`config.mk`:
```
export PLATFORM = sky130hd
export DESIGN_NAME = cmpi_ctrl
export DESIGN_NICKNAME = d
export VERILOG_FILES = /design/src/design/cmpi_pkg.sv /design/src/design/cmpi_ctrl.sv
export VERILOG_INCLUDE_DIRS = /design/src /design/src/design
export SDC_FILE = /design/constraint.sdc
export NUM_CORES = 1
export LEC_CHECK = 0
export ABC_AREA = 1
export BUFFER_PORTS_ARGS = -buffer_cell sky130_fd_sc_hd__buf_2
export CORE_UTILIZATION = 48
export DETAILED_ROUTE_END_ITERATION = 7
export PLACE_DENSITY = 0.84
export SETUP_SLACK_MARGIN = 0.02
export SLEW_MARGIN = 10
export SYNTH_ARGS = -nofsm -noshare
export SYNTH_HDL_FRONTEND = slang
export SYNTH_SLANG_ARGS = --single-unit
```
`constraint.sdc`:
```
create_clock -name clk_sys_i -period 2 [get_ports clk_sys_i]
set_input_delay 0.4 -clock clk_sys_i [delete_from_list [all_inputs] [get_ports clk_sys_i]]
set_output_delay 0.4 -clock clk_sys_i [all_outputs]
set_load 0.05 [all_outputs]
```
`src/design/cmpi_defines.svh`:
```
// Register map, field positions, reset values and selector codes for the comparator control block
`ifndef CMPI_DEFINES_SVH
`define CMPI_DEFINES_SVH

// Byte addresses of the word registers
`define CMPI_OFF_CTRL1_0 5'h00
`define CMPI_OFF_CTRL1_1 5'h04
`define CMPI_OFF_MIRROR 5'h08
`define CMPI_OFF_CTRL0 5'h0C
`define CMPI_OFF_IRQ_STAT 5'h10
`define CMPI_OFF_IRQ_MASK 5'h14

// Field positions
`define CMPI_CTRL1_GAP_BIT 3
`define CMPI_CTRL0_EN_LSB 0
`define CMPI_CTRL0_INV_LSB 8

// Reset values and bus response codes
`define CMPI_CTRL1_RST 7'h00
`define CMPI_FLAG_RST 2'h0
`define CMPI_RESP_OKAY 2'h0
`define CMPI_RESP_SLVERR 2'h2

// Plus selector codes
`define CMPI_PSEL_AGND 2'h3
`define CMPI_PSEL_FIXREF 2'h2
`define CMPI_PSEL_DAC 2'h1
`define CMPI_PSEL_PIN 2'h0

// Minus selector codes
`define CMPI_NSEL_AGND 3'h7
`define CMPI_NSEL_FIXREF 3'h6
`define CMPI_NSEL_RSV_B 3'h5
`define CMPI_NSEL_RSV_A 3'h4
`define CMPI_NSEL_PIN3 3'h3
`define CMPI_NSEL_PIN2 3'h2

`endif

```
`src/design/cmpi_pkg.sv`:
```
// Types shared by the comparator control block
package cmpi_pkg;

	// Input and interrupt control fields of one comparator
	typedef struct packed {
		logic rise_edge_irq_en;
		logic fall_edge_irq_en;
		logic [1:0] plus_input_select;
		logic [2:0] minus_input_select;
	} cmpi_ctrl1_t;

	// One-hot analog routing for one comparator
	typedef struct packed {
		logic [3:0] plus_route;
		logic [5:0] minus_route;
	} cmpi_route_t;

endpackage

```
`src/design/cmpi_ctrl.sv`:
```
// Comparator input selection, edge interrupt logic and register slave
//
// How it works
// - Rising edge enable sets flag on rise
// - Falling edge enable sets flag on fall
// - Two-bit plus selector routes ground/ref/dac/pin
// - Three-bit minus selector routes, two codes reserved
// - Control bit three always reads zero
// - Mirror register shows outputs, upper bits zero
// - Every field and mirror clear on reset
// - Output is plus above minus, invertible
// - Software clears flag; concurrent edge keeps it
// - Polarity or enable toggle may raise flag
//
// Added by the designer: the register addresses and the Avalon-MM slave port.
`timescale 1ns/1ps
`default_nettype none
`include "cmpi_defines.svh"

module cmpi_ctrl
	import cmpi_pkg::*;
#(
	parameter int NUM_CMP = 2
)
(
	// Clock and reset
	input wire logic clk_sys_i,
	input wire logic rst_b_i,
	// Avalon-MM slave
	input wire logic [4:0] avs_address_i,
	input wire logic avs_read_i,
	input wire logic avs_write_i,
	input wire logic [31:0] avs_writedata_i,
	input wire logic [3:0] avs_byteenable_i,
	output logic [31:0] avs_readdata_o,
	output logic [1:0] avs_response_o,
	output logic avs_waitrequest_o,
	// Analog side
	input wire logic [NUM_CMP-1:0] analog_gt_i,
	output cmpi_route_t [NUM_CMP-1:0] route_o,
	output logic [NUM_CMP-1:0] compare_enable_o,
	// Interrupt
	output logic irq_o
);

	// Register state
	cmpi_ctrl1_t ctrl_reg [NUM_CMP];
	cmpi_ctrl1_t ctrl_next [NUM_CMP];
	logic [NUM_CMP-1:0] enable_reg;
	logic [NUM_CMP-1:0] enable_next;
	logic [NUM_CMP-1:0] invert_reg;
	logic [NUM_CMP-1:0] invert_next;
	logic [NUM_CMP-1:0] result_reg;
	logic [NUM_CMP-1:0] result_next;
	logic [NUM_CMP-1:0] flag_reg;
	logic [NUM_CMP-1:0] flag_next;
	logic [NUM_CMP-1:0] mask_reg;
	logic [NUM_CMP-1:0] mask_next;
	logic [NUM_CMP-1:0] set_vec;
	logic [NUM_CMP-1:0] rise_evt;
	logic [NUM_CMP-1:0] fall_evt;
	logic [NUM_CMP-1:0] clr_vec;
	cmpi_route_t [NUM_CMP-1:0] route_reg;
	cmpi_route_t [NUM_CMP-1:0] route_next;
	logic wait_reg;
	logic wait_next;
	logic [31:0] rdata_reg;
	logic [31:0] rdata_next;
	logic [1:0] resp_reg;
	logic [1:0] resp_next;
	logic irq_reg;
	logic irq_next;

	// Bus decode; a request is accepted on the cycle waitrequest is low
	wire logic req = avs_read_i | avs_write_i;
	wire logic acc = req & ~wait_reg;
	wire logic wr_acc = avs_write_i & ~wait_reg;
	wire logic hit_ctrl0 = avs_address_i == `CMPI_OFF_CTRL0;
	wire logic hit_stat = avs_address_i == `CMPI_OFF_IRQ_STAT;
	wire logic hit_mask = avs_address_i == `CMPI_OFF_IRQ_MASK;
	wire logic hit_mirror = avs_address_i == `CMPI_OFF_MIRROR;
	wire logic hit_c1_0 = avs_address_i == `CMPI_OFF_CTRL1_0;
	wire logic hit_c1_1 = (avs_address_i == `CMPI_OFF_CTRL1_1) && (NUM_CMP > 1);
	wire logic hit_any = hit_ctrl0 | hit_stat | hit_mask | hit_mirror | hit_c1_0 | hit_c1_1;
	wire logic be0 = avs_byteenable_i[0];
	wire logic be1 = avs_byteenable_i[1];

	// One wait cycle per access, then a one-cycle answer
	assign wait_next = ~(req & wait_reg);
	assign resp_next = hit_any ? `CMPI_RESP_OKAY : `CMPI_RESP_SLVERR;

	// Enable, invert, mask and write-one-to-clear lanes
	assign enable_next = (wr_acc && hit_ctrl0 && be0) ?
		avs_writedata_i[`CMPI_CTRL0_EN_LSB +: NUM_CMP] : enable_reg;
	assign invert_next = (wr_acc && hit_ctrl0 && be1) ?
		avs_writedata_i[`CMPI_CTRL0_INV_LSB +: NUM_CMP] : invert_reg;
	assign mask_next = (wr_acc && hit_mask && be0) ? avs_writedata_i[NUM_CMP-1:0] : mask_reg;
	assign clr_vec = (wr_acc && hit_stat && be0) ? avs_writedata_i[NUM_CMP-1:0] : '0;

	// Gating by enable before the invert lets enable and polarity flips cause edges
	assign result_next = (enable_reg & analog_gt_i) ^ invert_reg;
	assign rise_evt = result_next & ~result_reg;
	assign fall_evt = ~result_next & result_reg;

	// Set wins over a simultaneous clear
	assign flag_next = (flag_reg & ~clr_vec) | set_vec;
	assign irq_next = |(flag_next & mask_next);

	// Per comparator: edge gating, control write and input routing
	genvar gi;
	generate
		for (gi = 0; gi < NUM_CMP; gi++)
		begin : g_cmp
			wire logic hit_me = (gi == 0) ? hit_c1_0 : hit_c1_1;
			wire logic [2:0] nsel = ctrl_next[gi].minus_input_select;
			wire logic pins_hi = (NUM_CMP > 1);
			assign set_vec[gi] = (rise_evt[gi] & ctrl_reg[gi].rise_edge_irq_en)
				| (fall_evt[gi] & ctrl_reg[gi].fall_edge_irq_en);
			// Bit three is never stored, so it cannot read back
			assign ctrl_next[gi] = (wr_acc && hit_me && be0) ?
				cmpi_ctrl1_t'({avs_writedata_i[7:4], avs_writedata_i[2:0]}) : ctrl_reg[gi];
			// Route decode is registered so the analog switches see clean levels
			assign route_next[gi].plus_route[3] = ctrl_next[gi].plus_input_select == `CMPI_PSEL_AGND;
			assign route_next[gi].plus_route[2] = ctrl_next[gi].plus_input_select == `CMPI_PSEL_FIXREF;
			assign route_next[gi].plus_route[1] = ctrl_next[gi].plus_input_select == `CMPI_PSEL_DAC;
			assign route_next[gi].plus_route[0] = ctrl_next[gi].plus_input_select == `CMPI_PSEL_PIN;
			// Reserved minus codes connect nothing
			assign route_next[gi].minus_route[5] = nsel == `CMPI_NSEL_AGND;
			assign route_next[gi].minus_route[4] = nsel == `CMPI_NSEL_FIXREF;
			assign route_next[gi].minus_route[3] = pins_hi && (nsel == `CMPI_NSEL_PIN3);
			assign route_next[gi].minus_route[2] = pins_hi && (nsel == `CMPI_NSEL_PIN2);
			assign route_next[gi].minus_route[1:0] = nsel[2] ? 2'h0 : (2'h1 << nsel[0]) & {2{~nsel[1]}};
		end
	endgenerate

	// Read data mux; mirror upper bits stay zero
	always_comb
	begin
		rdata_next = 32'h0000_0000;
		if (hit_c1_0)
			rdata_next[7:0] = {ctrl_reg[0][6:3], 1'b0, ctrl_reg[0][2:0]};
		if (hit_c1_1)
			rdata_next[7:0] = {ctrl_reg[NUM_CMP-1][6:3], 1'b0, ctrl_reg[NUM_CMP-1][2:0]};
		if (hit_mirror)
			rdata_next[NUM_CMP-1:0] = result_reg;
		if (hit_ctrl0)
		begin
			rdata_next[`CMPI_CTRL0_EN_LSB +: NUM_CMP] = enable_reg;
			rdata_next[`CMPI_CTRL0_INV_LSB +: NUM_CMP] = invert_reg;
		end
		if (hit_stat)
			rdata_next[NUM_CMP-1:0] = flag_reg;
		if (hit_mask)
			rdata_next[NUM_CMP-1:0] = mask_reg;
	end

	// Bus handshake registers
	always_ff @(posedge clk_sys_i or negedge rst_b_i)
	begin
		if (!rst_b_i)
		begin
			wait_reg <= 1'b1;
			rdata_reg <= 32'h0000_0000;
			resp_reg <= `CMPI_RESP_OKAY;
		end
		else
		begin
			wait_reg <= wait_next;
			rdata_reg <= (req & wait_reg) ? rdata_next : rdata_reg;
			resp_reg <= (req & wait_reg) ? resp_next : resp_reg;
		end
	end

	// Control and status registers, all clear on reset
	always_ff @(posedge clk_sys_i or negedge rst_b_i)
	begin
		if (!rst_b_i)
		begin
			for (int k = 0; k < NUM_CMP; k++)
				ctrl_reg[k] <= `CMPI_CTRL1_RST;
			enable_reg <= '0;
			invert_reg <= '0;
			result_reg <= '0;
			flag_reg <= '0;
			mask_reg <= '0;
			route_reg <= '0;
			irq_reg <= 1'b0;
		end
		else
		begin
			for (int k = 0; k < NUM_CMP; k++)
				ctrl_reg[k] <= ctrl_next[k];
			enable_reg <= enable_next;
			invert_reg <= invert_next;
			result_reg <= result_next;
			flag_reg <= flag_next;
			mask_reg <= mask_next;
			route_reg <= route_next;
			irq_reg <= irq_next;
		end
	end

	// Outputs straight from flops
	assign avs_waitrequest_o = wait_reg;
	assign avs_readdata_o = rdata_reg;
	assign avs_response_o = resp_reg;
	assign route_o = route_reg;
	assign compare_enable_o = enable_reg;
	assign irq_o = irq_reg;

	// Read answers seen on the bus
	wire logic rd_ack = avs_read_i & ~wait_reg;
	logic [4:0] ack_addr;
	assign ack_addr = avs_address_i;

	generate
		for (gi = 0; gi < NUM_CMP; gi++)
		begin : g_chk

		end
	endgenerate
endmodule

`default_nettype wire

```
==> metrics.csv, run 1 <==
stage,metric,value,unit
status,outcome,"finished, final reports clean",
power_and_ir_drop,seqPwrFrac,50.2,%
layout,nNetsFinal,392,
logic_synthesis,ys_ff_latch,56,
placement,gp_congestion,0.8870,
drt,dr_total_vias,1918,
power_and_ir_drop,total_leakage_power,0.001617,µW
logic_synthesis,ys_warn_count,0,
drt,drt_wl_total,4.877,mm
critical_path,cp-end-kind,flip-flop,
timing,timing.hold.ws,14.29,ps
timing,finalSetupViolCount,0,
floorplanning,start_util,50.12,%
timing,finClkSkew,5.865,ps
clock_network,postCtsSetupBuffers,0,
clock_network,clk_pin_slew,100,ps
layout,layout-drive-gt1-share,25.72,%
drt,antenna_left,0,
logic_synthesis,netlist_instances,284,
timing,period_share,82.29,%
timing,fmax,607.6,MHz
timing,setup_ws,354.3,ps
drt,drt_first_pass_iters,4,
grt,antenna_found_initial,0,
layout,multi_input_area,899.6,µm²
placement,io_buffers,55,
critical_path,cpMaxStageDelayCell,dfstp_2,
power_and_ir_drop,combPwrFrac,26.0,%
critical_path,critPathLaunch,avs_waitrequest_o,
layout,final_core_util,57.10,%
critical_path,critPathKind,flip-flop to flip-flop,
floorplanning,pin_count,105,
clock_network,clock_latency,310,ps
critical_path,critPathLaunchType,flip-flop,
power_and_ir_drop,vdd_drop_max,0.6162,mV
logic_synthesis,syn-cell-area,2560,µm²
power_and_ir_drop,swShare,36.89,%
timing,drv_slew,0,
clock_network,cts_resized,0,
critical_path,r2r-end,route_o[16],
placement,dp_hpwl,3.728,mm
critical_path,r2r_cells,8,
logic_synthesis,seq_area_frac_synth,54.79,%
timing,period_needed,1646,ps
grt,grt_first_pass_wirelength,7.845,mm
timing,rsz0062_at_grt,no,
floorplanning,rows,26,
logic_synthesis,yosysUniqueCellTypes,30,
drt,wire_per_inst,11.72,µm
logic_synthesis,synth_top_area_share,53.76,%
critical_path,reg2reg_from,avs_waitrequest_o,
grt,grt_usage,18.85,%
critical_path,cpPeakStageDelay,560,ps
timing,setup_tns,0,ps
power_and_ir_drop,switching_power,956.2,µW
drt,drcViolationCount,0,
clock_network,hold_buffers,0,
power_and_ir_drop,p_int,1636,µW
clock_network,cts.path.max_buffers,2,
floorplanning,fp.dieW,75.03,µm
timing,timing_hold_violations_final,0,
layout,area_growth,13.93,%
clock_network,htreeDepth,2,
logic_synthesis,yosys.area.top_type,dfrtp_1,
critical_path,crit_required,2250,ps
power_and_ir_drop,p_per_area,888.6,nW/µm²
floorplanning,core_area,5107,µm²
layout,regArea,1403,µm²
floorplanning,die_y,75.03,µm
critical_path,critPathMaxFanout,17,
floorplanning,dieArea,5630,µm²
placement,pre_cts_slack,185.3,ps
run,drv.max_cap_violation_count,0,
logic_synthesis,synth_area_leaders,"dfrtp_1 54%, nand2_1 9.5%, buf_4 7.3%",
drt,drt-initial-drc-count,69,
clock_network,cts_tree,built,
clock_network,numCtsBuffers,5,
critical_path,critPathArrivalTime,1890,ps
clock_network,clkSinkCount,56,
grt,grt_pass1_vias,1842,
layout,largest_register_ffs,20,
drt,vias_per_cell,4.611,
grt,grt_overflow,0,
critical_path,crit_end,route_o[16],
critical_path,rrSetupSlack,350,ps
layout,num_antenna_cells,0,
logic_synthesis,avgSynthCellArea,9.014,µm²
worst_hold_path,hold_class,input port to asynchronous set/reset pin,
power_and_ir_drop,p_clk_share,23.8,%
critical_path,path_cells,"nor2_1, nand2_1, inv_1, nand2_4, nand2_1, o21ai_1, inv_1, nor2_1",
grt,grt_max_degree,22,
clock_network,cts-root-buf,clkbuf_8,
layout,nFillCells,493,
==> cell families (layout without fill, tap and decap cells) <==
family | Yosys count | in the layout | share of synthesized area (%)
xor+xnor | 1 | 1 | 0.3422
simple gates | 126 | 126 | 21.70
flops | 56 | 56 | 54.79
buf+inv | 62 | 101 | 13.44
other cells | 1 | 24 | 0.1465
compound gates | 38 | 38 | 9.579
==> cell usage after synthesis (all sizes together) <==
master	number
xor2	1
o211ai	2
buf	27
a21oi	6
o21ai	21
a31oi	5
nand3b	1
clkbuf	1
nand3	10
nand2	69
conb	1
o21a	2
nor2	41
dfrtp	55
dfstp	1
o31ai	2
nand4	5
inv	34
==> power groups by stage <==
stage | logic (µW) | clock network (µW) | registers [µW]
floorplan | 317 | 0 | 1540
global placement | 666 | 0 | 1320
detailed placement | 676 | 0 | 1320
CTS | 678 | 638 | 1300
global route | 726 | 681 | 1320
finish | 673 | 616 | 1300
==> area by class of cell <==
type / count / share of cell area [%]
repair buffers: 59 / 10.47
inverters: 34 / 4.462
clock inverters: 3 / 0.7722
well taps: 70 / 3.003
multi-input cells: 189 / 30.85
flip-flops and latches: 56 / 48.09
clock buffers: 5 / 2.360
==> worst max-delay path: cells and delay by family (launching register included) <==
family / cells / cell delay, ps
buffers and inverters: 2 / 280
AOI/OAI and AO/OA: 1 / 140
and+or+nand+nor: 5 / 590
DFF: 1 / 560
==> how the worst min path moves through the flow <==
| stage | endpoint | cells after the start | start | slack, ps |
|---|---|---|---|---|
| finish | avs_readdata_o[8] | 1 | rst_b_i | 10 |
| CTS | invert_reg[0] | 1 | rst_b_i | 30 |
| floorplan | avs_readdata_o[0] | 0 | rst_b_i | 100 |
| global placement | avs_readdata_o[8] | 1 | rst_b_i | 360 |
| detailed placement | invert_reg[0] | 1 | rst_b_i | 370 |
| global route | flag_reg[1] | 1 | rst_b_i | 50 |
==> cell usage in the layout (no fill, tap or decap), drive strengths merged <==
| cell type | Yosys | layout |
|---|---|---|
| inv | 34 | 35 |
| o31ai | 2 | 2 |
| nand2 | 69 | 69 |
| buf | 27 | 59 |
| nor2 | 41 | 41 |
| nand3b | 1 | 1 |
| nand4 | 5 | 5 |
| clkinv | 0 | 2 |
| a21oi | 6 | 6 |
| dfrtp | 55 | 55 |
| dfstp | 1 | 1 |
| o21a | 2 | 2 |
| o21ai | 21 | 21 |
| xor2 | 1 | 1 |
| clkbuf | 1 | 5 |
| a31oi | 5 | 5 |
| conb | 1 | 24 |
| o211ai | 2 | 2 |
| nand3 | 10 | 10 |
==> metrics by stage <==
stage	cell area, µm²	total power (µW)	cells
6_report	2917	2592	416
5_1_grt	2917	2722	416
4_1_cts	2917	2619	416
3_5_place_dp	2825	2000	408
3_3_place_gp	2825	1986	408
2_1_floorplan	2646	1857	307
==> layer usage <==
layer | wire length (µm) | share of wire, % | GRT usage (%) | vias to the layer above
met5 | 0 | 0 | 0 | -
met1 | 2163 | 44 | 22.68 | 891
met4 | 78 | 1.6 | 7.338 | 0
li1 | - | - | - | 963
met3 | 285 | 5.8 | 4.685 | 6
met2 | 2350 | 48 | 32.63 | 58
Power figures use the tool's default switching activity.
==> inputs of run 2 (changes only) <==
CORE_UTILIZATION = 43   (was 48)
PLACE_DENSITY = 0.79   (was 0.84)
clock period = 1.4 ns   (was 2 ns; I/O delays follow)
==> run 2 against run 1 <==
  * The flow now finishes with violations (setup timing)
  * Total power grew 48%
  * Sequential power grew 43%
  * Largest power group unchanged
  * Utilization grew 1.8 points
  * Die area grew 11%
  * Highest routed layer unchanged
  * Via count grew 4.4%
  * Count of clock-buffer cells in the layout grew 1
==> metrics.csv, run 2 (same netlist as run 1, synthesis figures left out) <==
stage,metric,value,unit
status,outcome,"complete, but fails checks",
status,violations,setup timing,
layout,nNetsFinal,417,
power_and_ir_drop,p_clk_share,23.0,%
timing,period_needed,1486,ps
floorplanning,pin_count,105,
placement,placed_area,3077,µm²
timing,timing_hold_violations_final,0,
clock_network,cts.path.max_buffers,2,
critical_path,critPathLaunchType,flip-flop,
timing,finClkSkew,7.817,ps
layout,fin_area,3306,µm²
drt,dr_total_vias,2002,
timing,fmax,672.8,MHz
drt,drt_first_pass_iters,4,
layout,final_common_cell,dfrtp_1,
grt,grt_overflow,0,
placement,io_buffers,55,
grt,grt_usage,18.67,%
clock_network,cts-root-buf,clkbuf_8,
power_and_ir_drop,switching_power,1425,µW
power_and_ir_drop,total_leakage_power,0.001756,µW
drt,drt_wl_total,5.426,mm
power_and_ir_drop,p_total,3848,µW
layout,num_antenna_cells,0,
timing,finalSetupViolCount,13,
critical_path,critPathArrivalTime,1210,ps
placement,pre_cts_slack,-76.58,ps
drt,wire_per_inst,12.25,µm
grt,grt_max_degree,34,
grt,antenna_found_initial,0,
timing,setup_ws,-86.39,ps
timing,timing.hold.ws,209.0,ps
timing,period_share,106.2,%
layout,area_growth,29.13,%
clock_network,clkSinkCount,56,
layout,largest_register_ffs,20,
critical_path,cp-end-kind,output port,
power_and_ir_drop,vdd_drop_max,0.7658,mV
floorplanning,start_util,45.65,%
clock_network,numCtsBuffers,5,
clock_network,cts_tree,built,
floorplanning,core_area,5608,µm²
drt,drcViolationCount,0,
run,drv.max_cap_violation_count,0,
timing,rsz0062_at_grt,yes,
power_and_ir_drop,p_int,2424,µW
power_and_ir_drop,seqPwrFrac,48.5,%
worst_hold_path,hold_class,input port to flip-flop,
power_and_ir_drop,swShare,37.02,%
drt,drt-initial-drc-count,88,
floorplanning,rows,27,
placement,dp_hpwl,3.958,mm
grt,grt_first_pass_wirelength,8.832,mm
clock_network,clock_latency,310,ps
critical_path,crit_required,1120,ps
grt,grt_pass1_vias,1888,
drt,antenna_left,0,
clock_network,htreeDepth,2,
layout,final_cell_mix,"55 x dfrtp_1, 54 x buf_2, 52 x nand2_1, 33 x nor2_1, 24 x conb_1",
floorplanning,fp.dieW,79.16,µm
clock_network,clk_pin_slew,100,ps
floorplanning,dieArea,6266,µm²
critical_path,critPathKind,flip-flop to output port,
power_and_ir_drop,combPwrFrac,28.6,%
drt,vias_per_cell,4.519,
floorplanning,die_y,79.16,µm
critical_path,critPathMaxFanout,2,
timing,drv_slew,0,
layout,layout-drive-gt1-share,37.47,%
placement,gp_congestion,0.8651,
power_and_ir_drop,p_per_area,1164,nW/µm²
## run 2: cell types whose count changed in the layout (fill, tap and decap cells not counted), sizes merged
cell         change
clkinvlp         +1
clkbuf           +1
nand2            +1
dlygate4sd3      +1
inv              -1
clkinv           -1
buf             +23
## run 2: timing repair
item | 4_1_cts | 5_1_grt
hold buffers | 1 | 0
pin swaps | 4 | 5
resized for setup | 21 | 9
endpoints found under the hold margin | 5 | 0
setup endpoints to repair | 30 | 30
cloned | 1 | 0
setup buffers | 0 | 4
## run 2: final timing paths
path,startpoint,end,slack [ps],cells after the start
min in group asynchronous,rst_b_i,result_reg[0],360,2
hold / removal,avs_writedata_i[6],ctrl_reg[12],210,3
hold reg to reg,avs_readdata_o[8],avs_readdata_o[8],490,2
max in group asynchronous,rst_b_i,ctrl_reg[1],600,3
setup reg to reg,avs_waitrequest_o,route_o[5],-70,8
setup / recovery,avs_waitrequest_o,avs_waitrequest_o,-90,2
## run 2: power groups by stage
stage	sequential, µW	clock (µW)	combinational, µW
6_report	1860	884	1100
5_1_grt	1890	983	1180
3_3_place_gp	1890	0	1030
2_1_floorplan	2210	0	473
3_5_place_dp	1900	0	1040
4_1_cts	1870	906	1080
## run 2: routing by layer
metal	track usage, %	wire (µm)
met5	0	0
met4	6.545	77
met3	4.828	349
met2	29.48	2563
met1	24.78	2435
## run 2: critical path, cell delays in order, from the launching register on
cell	delay (ps)
dfstp_4	650
buf_6	110
buf_8	130
## run 2: area by class of cell
class,instances,area [µm²]
fill,508,2302
sequential,56,1406
multi-input combinational,190,1035
timing repair buffer,83,543.0
inverter,34,142.6
tap,72,90.09
clock buffer,6,72.57
clock inverter,2,16.27
## run 2: per-stage QoR
stage               util, %  cells  setup TNS (ps)
floorplan                 -    307           -1322
global placement      54.86    429          -723.7
detailed placement    54.86    429          -995.2
CTS                   57.90    439          -672.6
global route          58.95    443           -1800
finish                58.95    443          -538.6
==> inputs of run 3 (changes only) <==
BUFFER_PORTS_ARGS = -buffer_cell sky130_fd_sc_hd__clkbuf_2   (was -buffer_cell sky130_fd_sc_hd__buf_2)
==> run 3 against run 2 <==
  * The flow still finishes with violations (setup timing)
  * Sequential power about the same
  * Sequential share of layout area down 2.6 points
  * Sequential cell count unchanged
  * Clock power up 3.7%
  * Wire length up 9.3%
  * Largest cell class unchanged
==> metrics.csv, run 3 (same netlist as run 1, synthesis figures left out) <==
stage,metric,value,unit
status,outcome,"complete, but fails checks",
status,violations,setup timing,
placement,io_buffers,55,
floorplanning,fp.dieW,79.16,µm
critical_path,critPathMaxFanout,2,
drt,dr_total_vias,2096,
critical_path,rrSetupSlack,-100,ps
layout,layout-drive-gt1-share,42.52,%
placement,dp_hpwl,4.222,mm
critical_path,critPathKind,flip-flop to output port,
drt,vias_per_cell,4.627,
floorplanning,die_y,79.16,µm
layout,area_growth,37.59,%
power_and_ir_drop,p_per_area,1126,nW/µm²
power_and_ir_drop,p_total,3966,µW
layout,num_antenna_cells,0,
critical_path,critPathArrivalTime,1240,ps
critical_path,critPathLaunchType,flip-flop,
clock_network,numCtsBuffers,5,
grt,grt_pass1_vias,1911,
critical_path,critPathLaunch,avs_waitrequest_o,
critical_path,crit_buf_inv,2,
floorplanning,core_area,5608,µm²
timing,fmax,658.2,MHz
clock_network,clk_pin_slew,100,ps
floorplanning,rows,27,
grt,grt_overflow,0,
timing,drv_slew,0,
critical_path,cp-end-kind,output port,
timing,finClkSkew,6.060,ps
grt,grt_usage,19.71,%
critical_path,cp.depth,2,
timing,timing_hold_violations_final,0,
clock_network,clock_latency,310,ps
grt,grt_max_degree,26,
timing,period_needed,1519,ps
grt,antenna_found_initial,0,
critical_path,r2r_cells,8,
timing,period_share,108.5,%
drt,antenna_left,0,
critical_path,cpMaxStageDelayCell,dfstp_4,
timing,rsz0062_at_grt,yes,
critical_path,cpPeakStageDelay,660,ps
clock_network,htreeDepth,2,
layout,final_cell_count_no_fill,453,
clock_network,cts-root-buf,clkbuf_8,
critical_path,crit_required,1120,ps
clock_network,cts.path.max_buffers,2,
placement,placedCellCount,433,
layout,final_common_cell,dfrtp_1,
layout,largest_register_ffs,20,
worst_hold_path,hold_class,input port to flip-flop,
floorplanning,pin_count,105,
critical_path,r2r-end,route_o[3],
run,drv.max_cap_violation_count,0,
drt,drt_wl_total,5.930,mm
drt,wire_per_inst,13.09,µm
critical_path,path_cells,"buf_6, clkbuf_16",
timing,setup_ws,-119.3,ps
critical_path,reg2reg_from,avs_waitrequest_o,
drt,drcViolationCount,0,
grt,grt_first_pass_wirelength,9.266,mm
layout,nNetsFinal,427,
clock_network,cts_tree,built,
power_and_ir_drop,vdd_drop_max,0.7631,mV
critical_path,crit_family,flip-flops,
floorplanning,start_util,45.65,%
layout,final_cell_mix,"55 x dfrtp_1, 54 x clkbuf_2, 48 x nand2_1, 31 x nor2_1, 26 x buf_4",
timing,finalSetupViolCount,18,
critical_path,crit_end,avs_waitrequest_o,
drt,drt-initial-drc-count,98,
drt,drt_first_pass_iters,4,
placement,gp_congestion,0.8374,
floorplanning,dieArea,6266,µm²
timing,setup_tns,-856.5,ps
worst_hold_path,hold_start,avs_writedata_i[7],
power_and_ir_drop,total_leakage_power,0.001861,µW
clock_network,clkSinkCount,56,
[run 3: cell types whose count changed in the layout (fill, tap and decap cells not counted), sizes merged]
| cell | previous run | this run |
|---|---|---|
| clkinvlp | 1 | 0 |
| buf | 82 | 37 |
| inv | 34 | 35 |
| clkbuf | 6 | 61 |
[run 3: tightest hold or removal path: stages]
cell and delay, ps:
clkbuf_2 90, nand2_1 60, o21ai_1 50
[run 3: worst min-delay path by stage]
stage / depth (start not counted) / slack (ps) / endpoint
global route: 3 / 190 / ctrl_reg[13]
global placement: 1 / 210 / avs_readdata_o[8]
CTS: 3 / 200 / ctrl_reg[13]
finish: 3 / 200 / ctrl_reg[13]
detailed placement: 1 / 210 / avs_readdata_o[8]
floorplan: 0 / -20 / avs_readdata_o[0]
[run 3: timing repair]
action | CTS | global route
pin swaps | 15 | 14
hold buffers | 1 | 0
endpoints found under the hold margin | 9 | 0
resized for setup | 36 | 27
gates cloned | 2 | 1
endpoints found under the setup margin | 30 | 39
buffers inserted | 9 | 2
[run 3: where the power goes]
group          internal (µW)  switching (µW)  leakage [µW]  total [µW]
Combinational            330             840       0.00112        1170
Clock                    368             549     0.0000462         917
Sequential              1780            97.5      0.000694        1880
[run 3: cell type report]
class                      instances  area (µm²)
clock inverter                     2       17.52
clock buffer                       6       72.57
timing repair buffer              93       644.4
inverter                          34       150.1
tap                               72       90.09
fill                             467        2086
sequential                        56        1406
multi-input combinational        190        1141
[run 3: per-layer routing]
layer	vias up	share of wire [%]	GRT usage, %
li1	1039	-	-
met3	4	4.8	4.943
met2	59	49	32.59
met4	0	0.71	3.818
met1	994	45	26.26
met5	-	0	0
[run 3: stage by stage]
step	utilization, %	setup slack (ps)	hold slack, ps	cell area, µm²
2_1_floorplan	-	-80.39	-15.59	2716
4_1_cts	61.54	-122.4	196.8	3451
3_3_place_gp	55.40	-58.33	205.3	3107
5_1_grt	62.81	-167.3	188.7	3522
6_report	62.81	-119.3	200.3	3522
3_5_place_dp	55.40	-100.8	206.0	3107
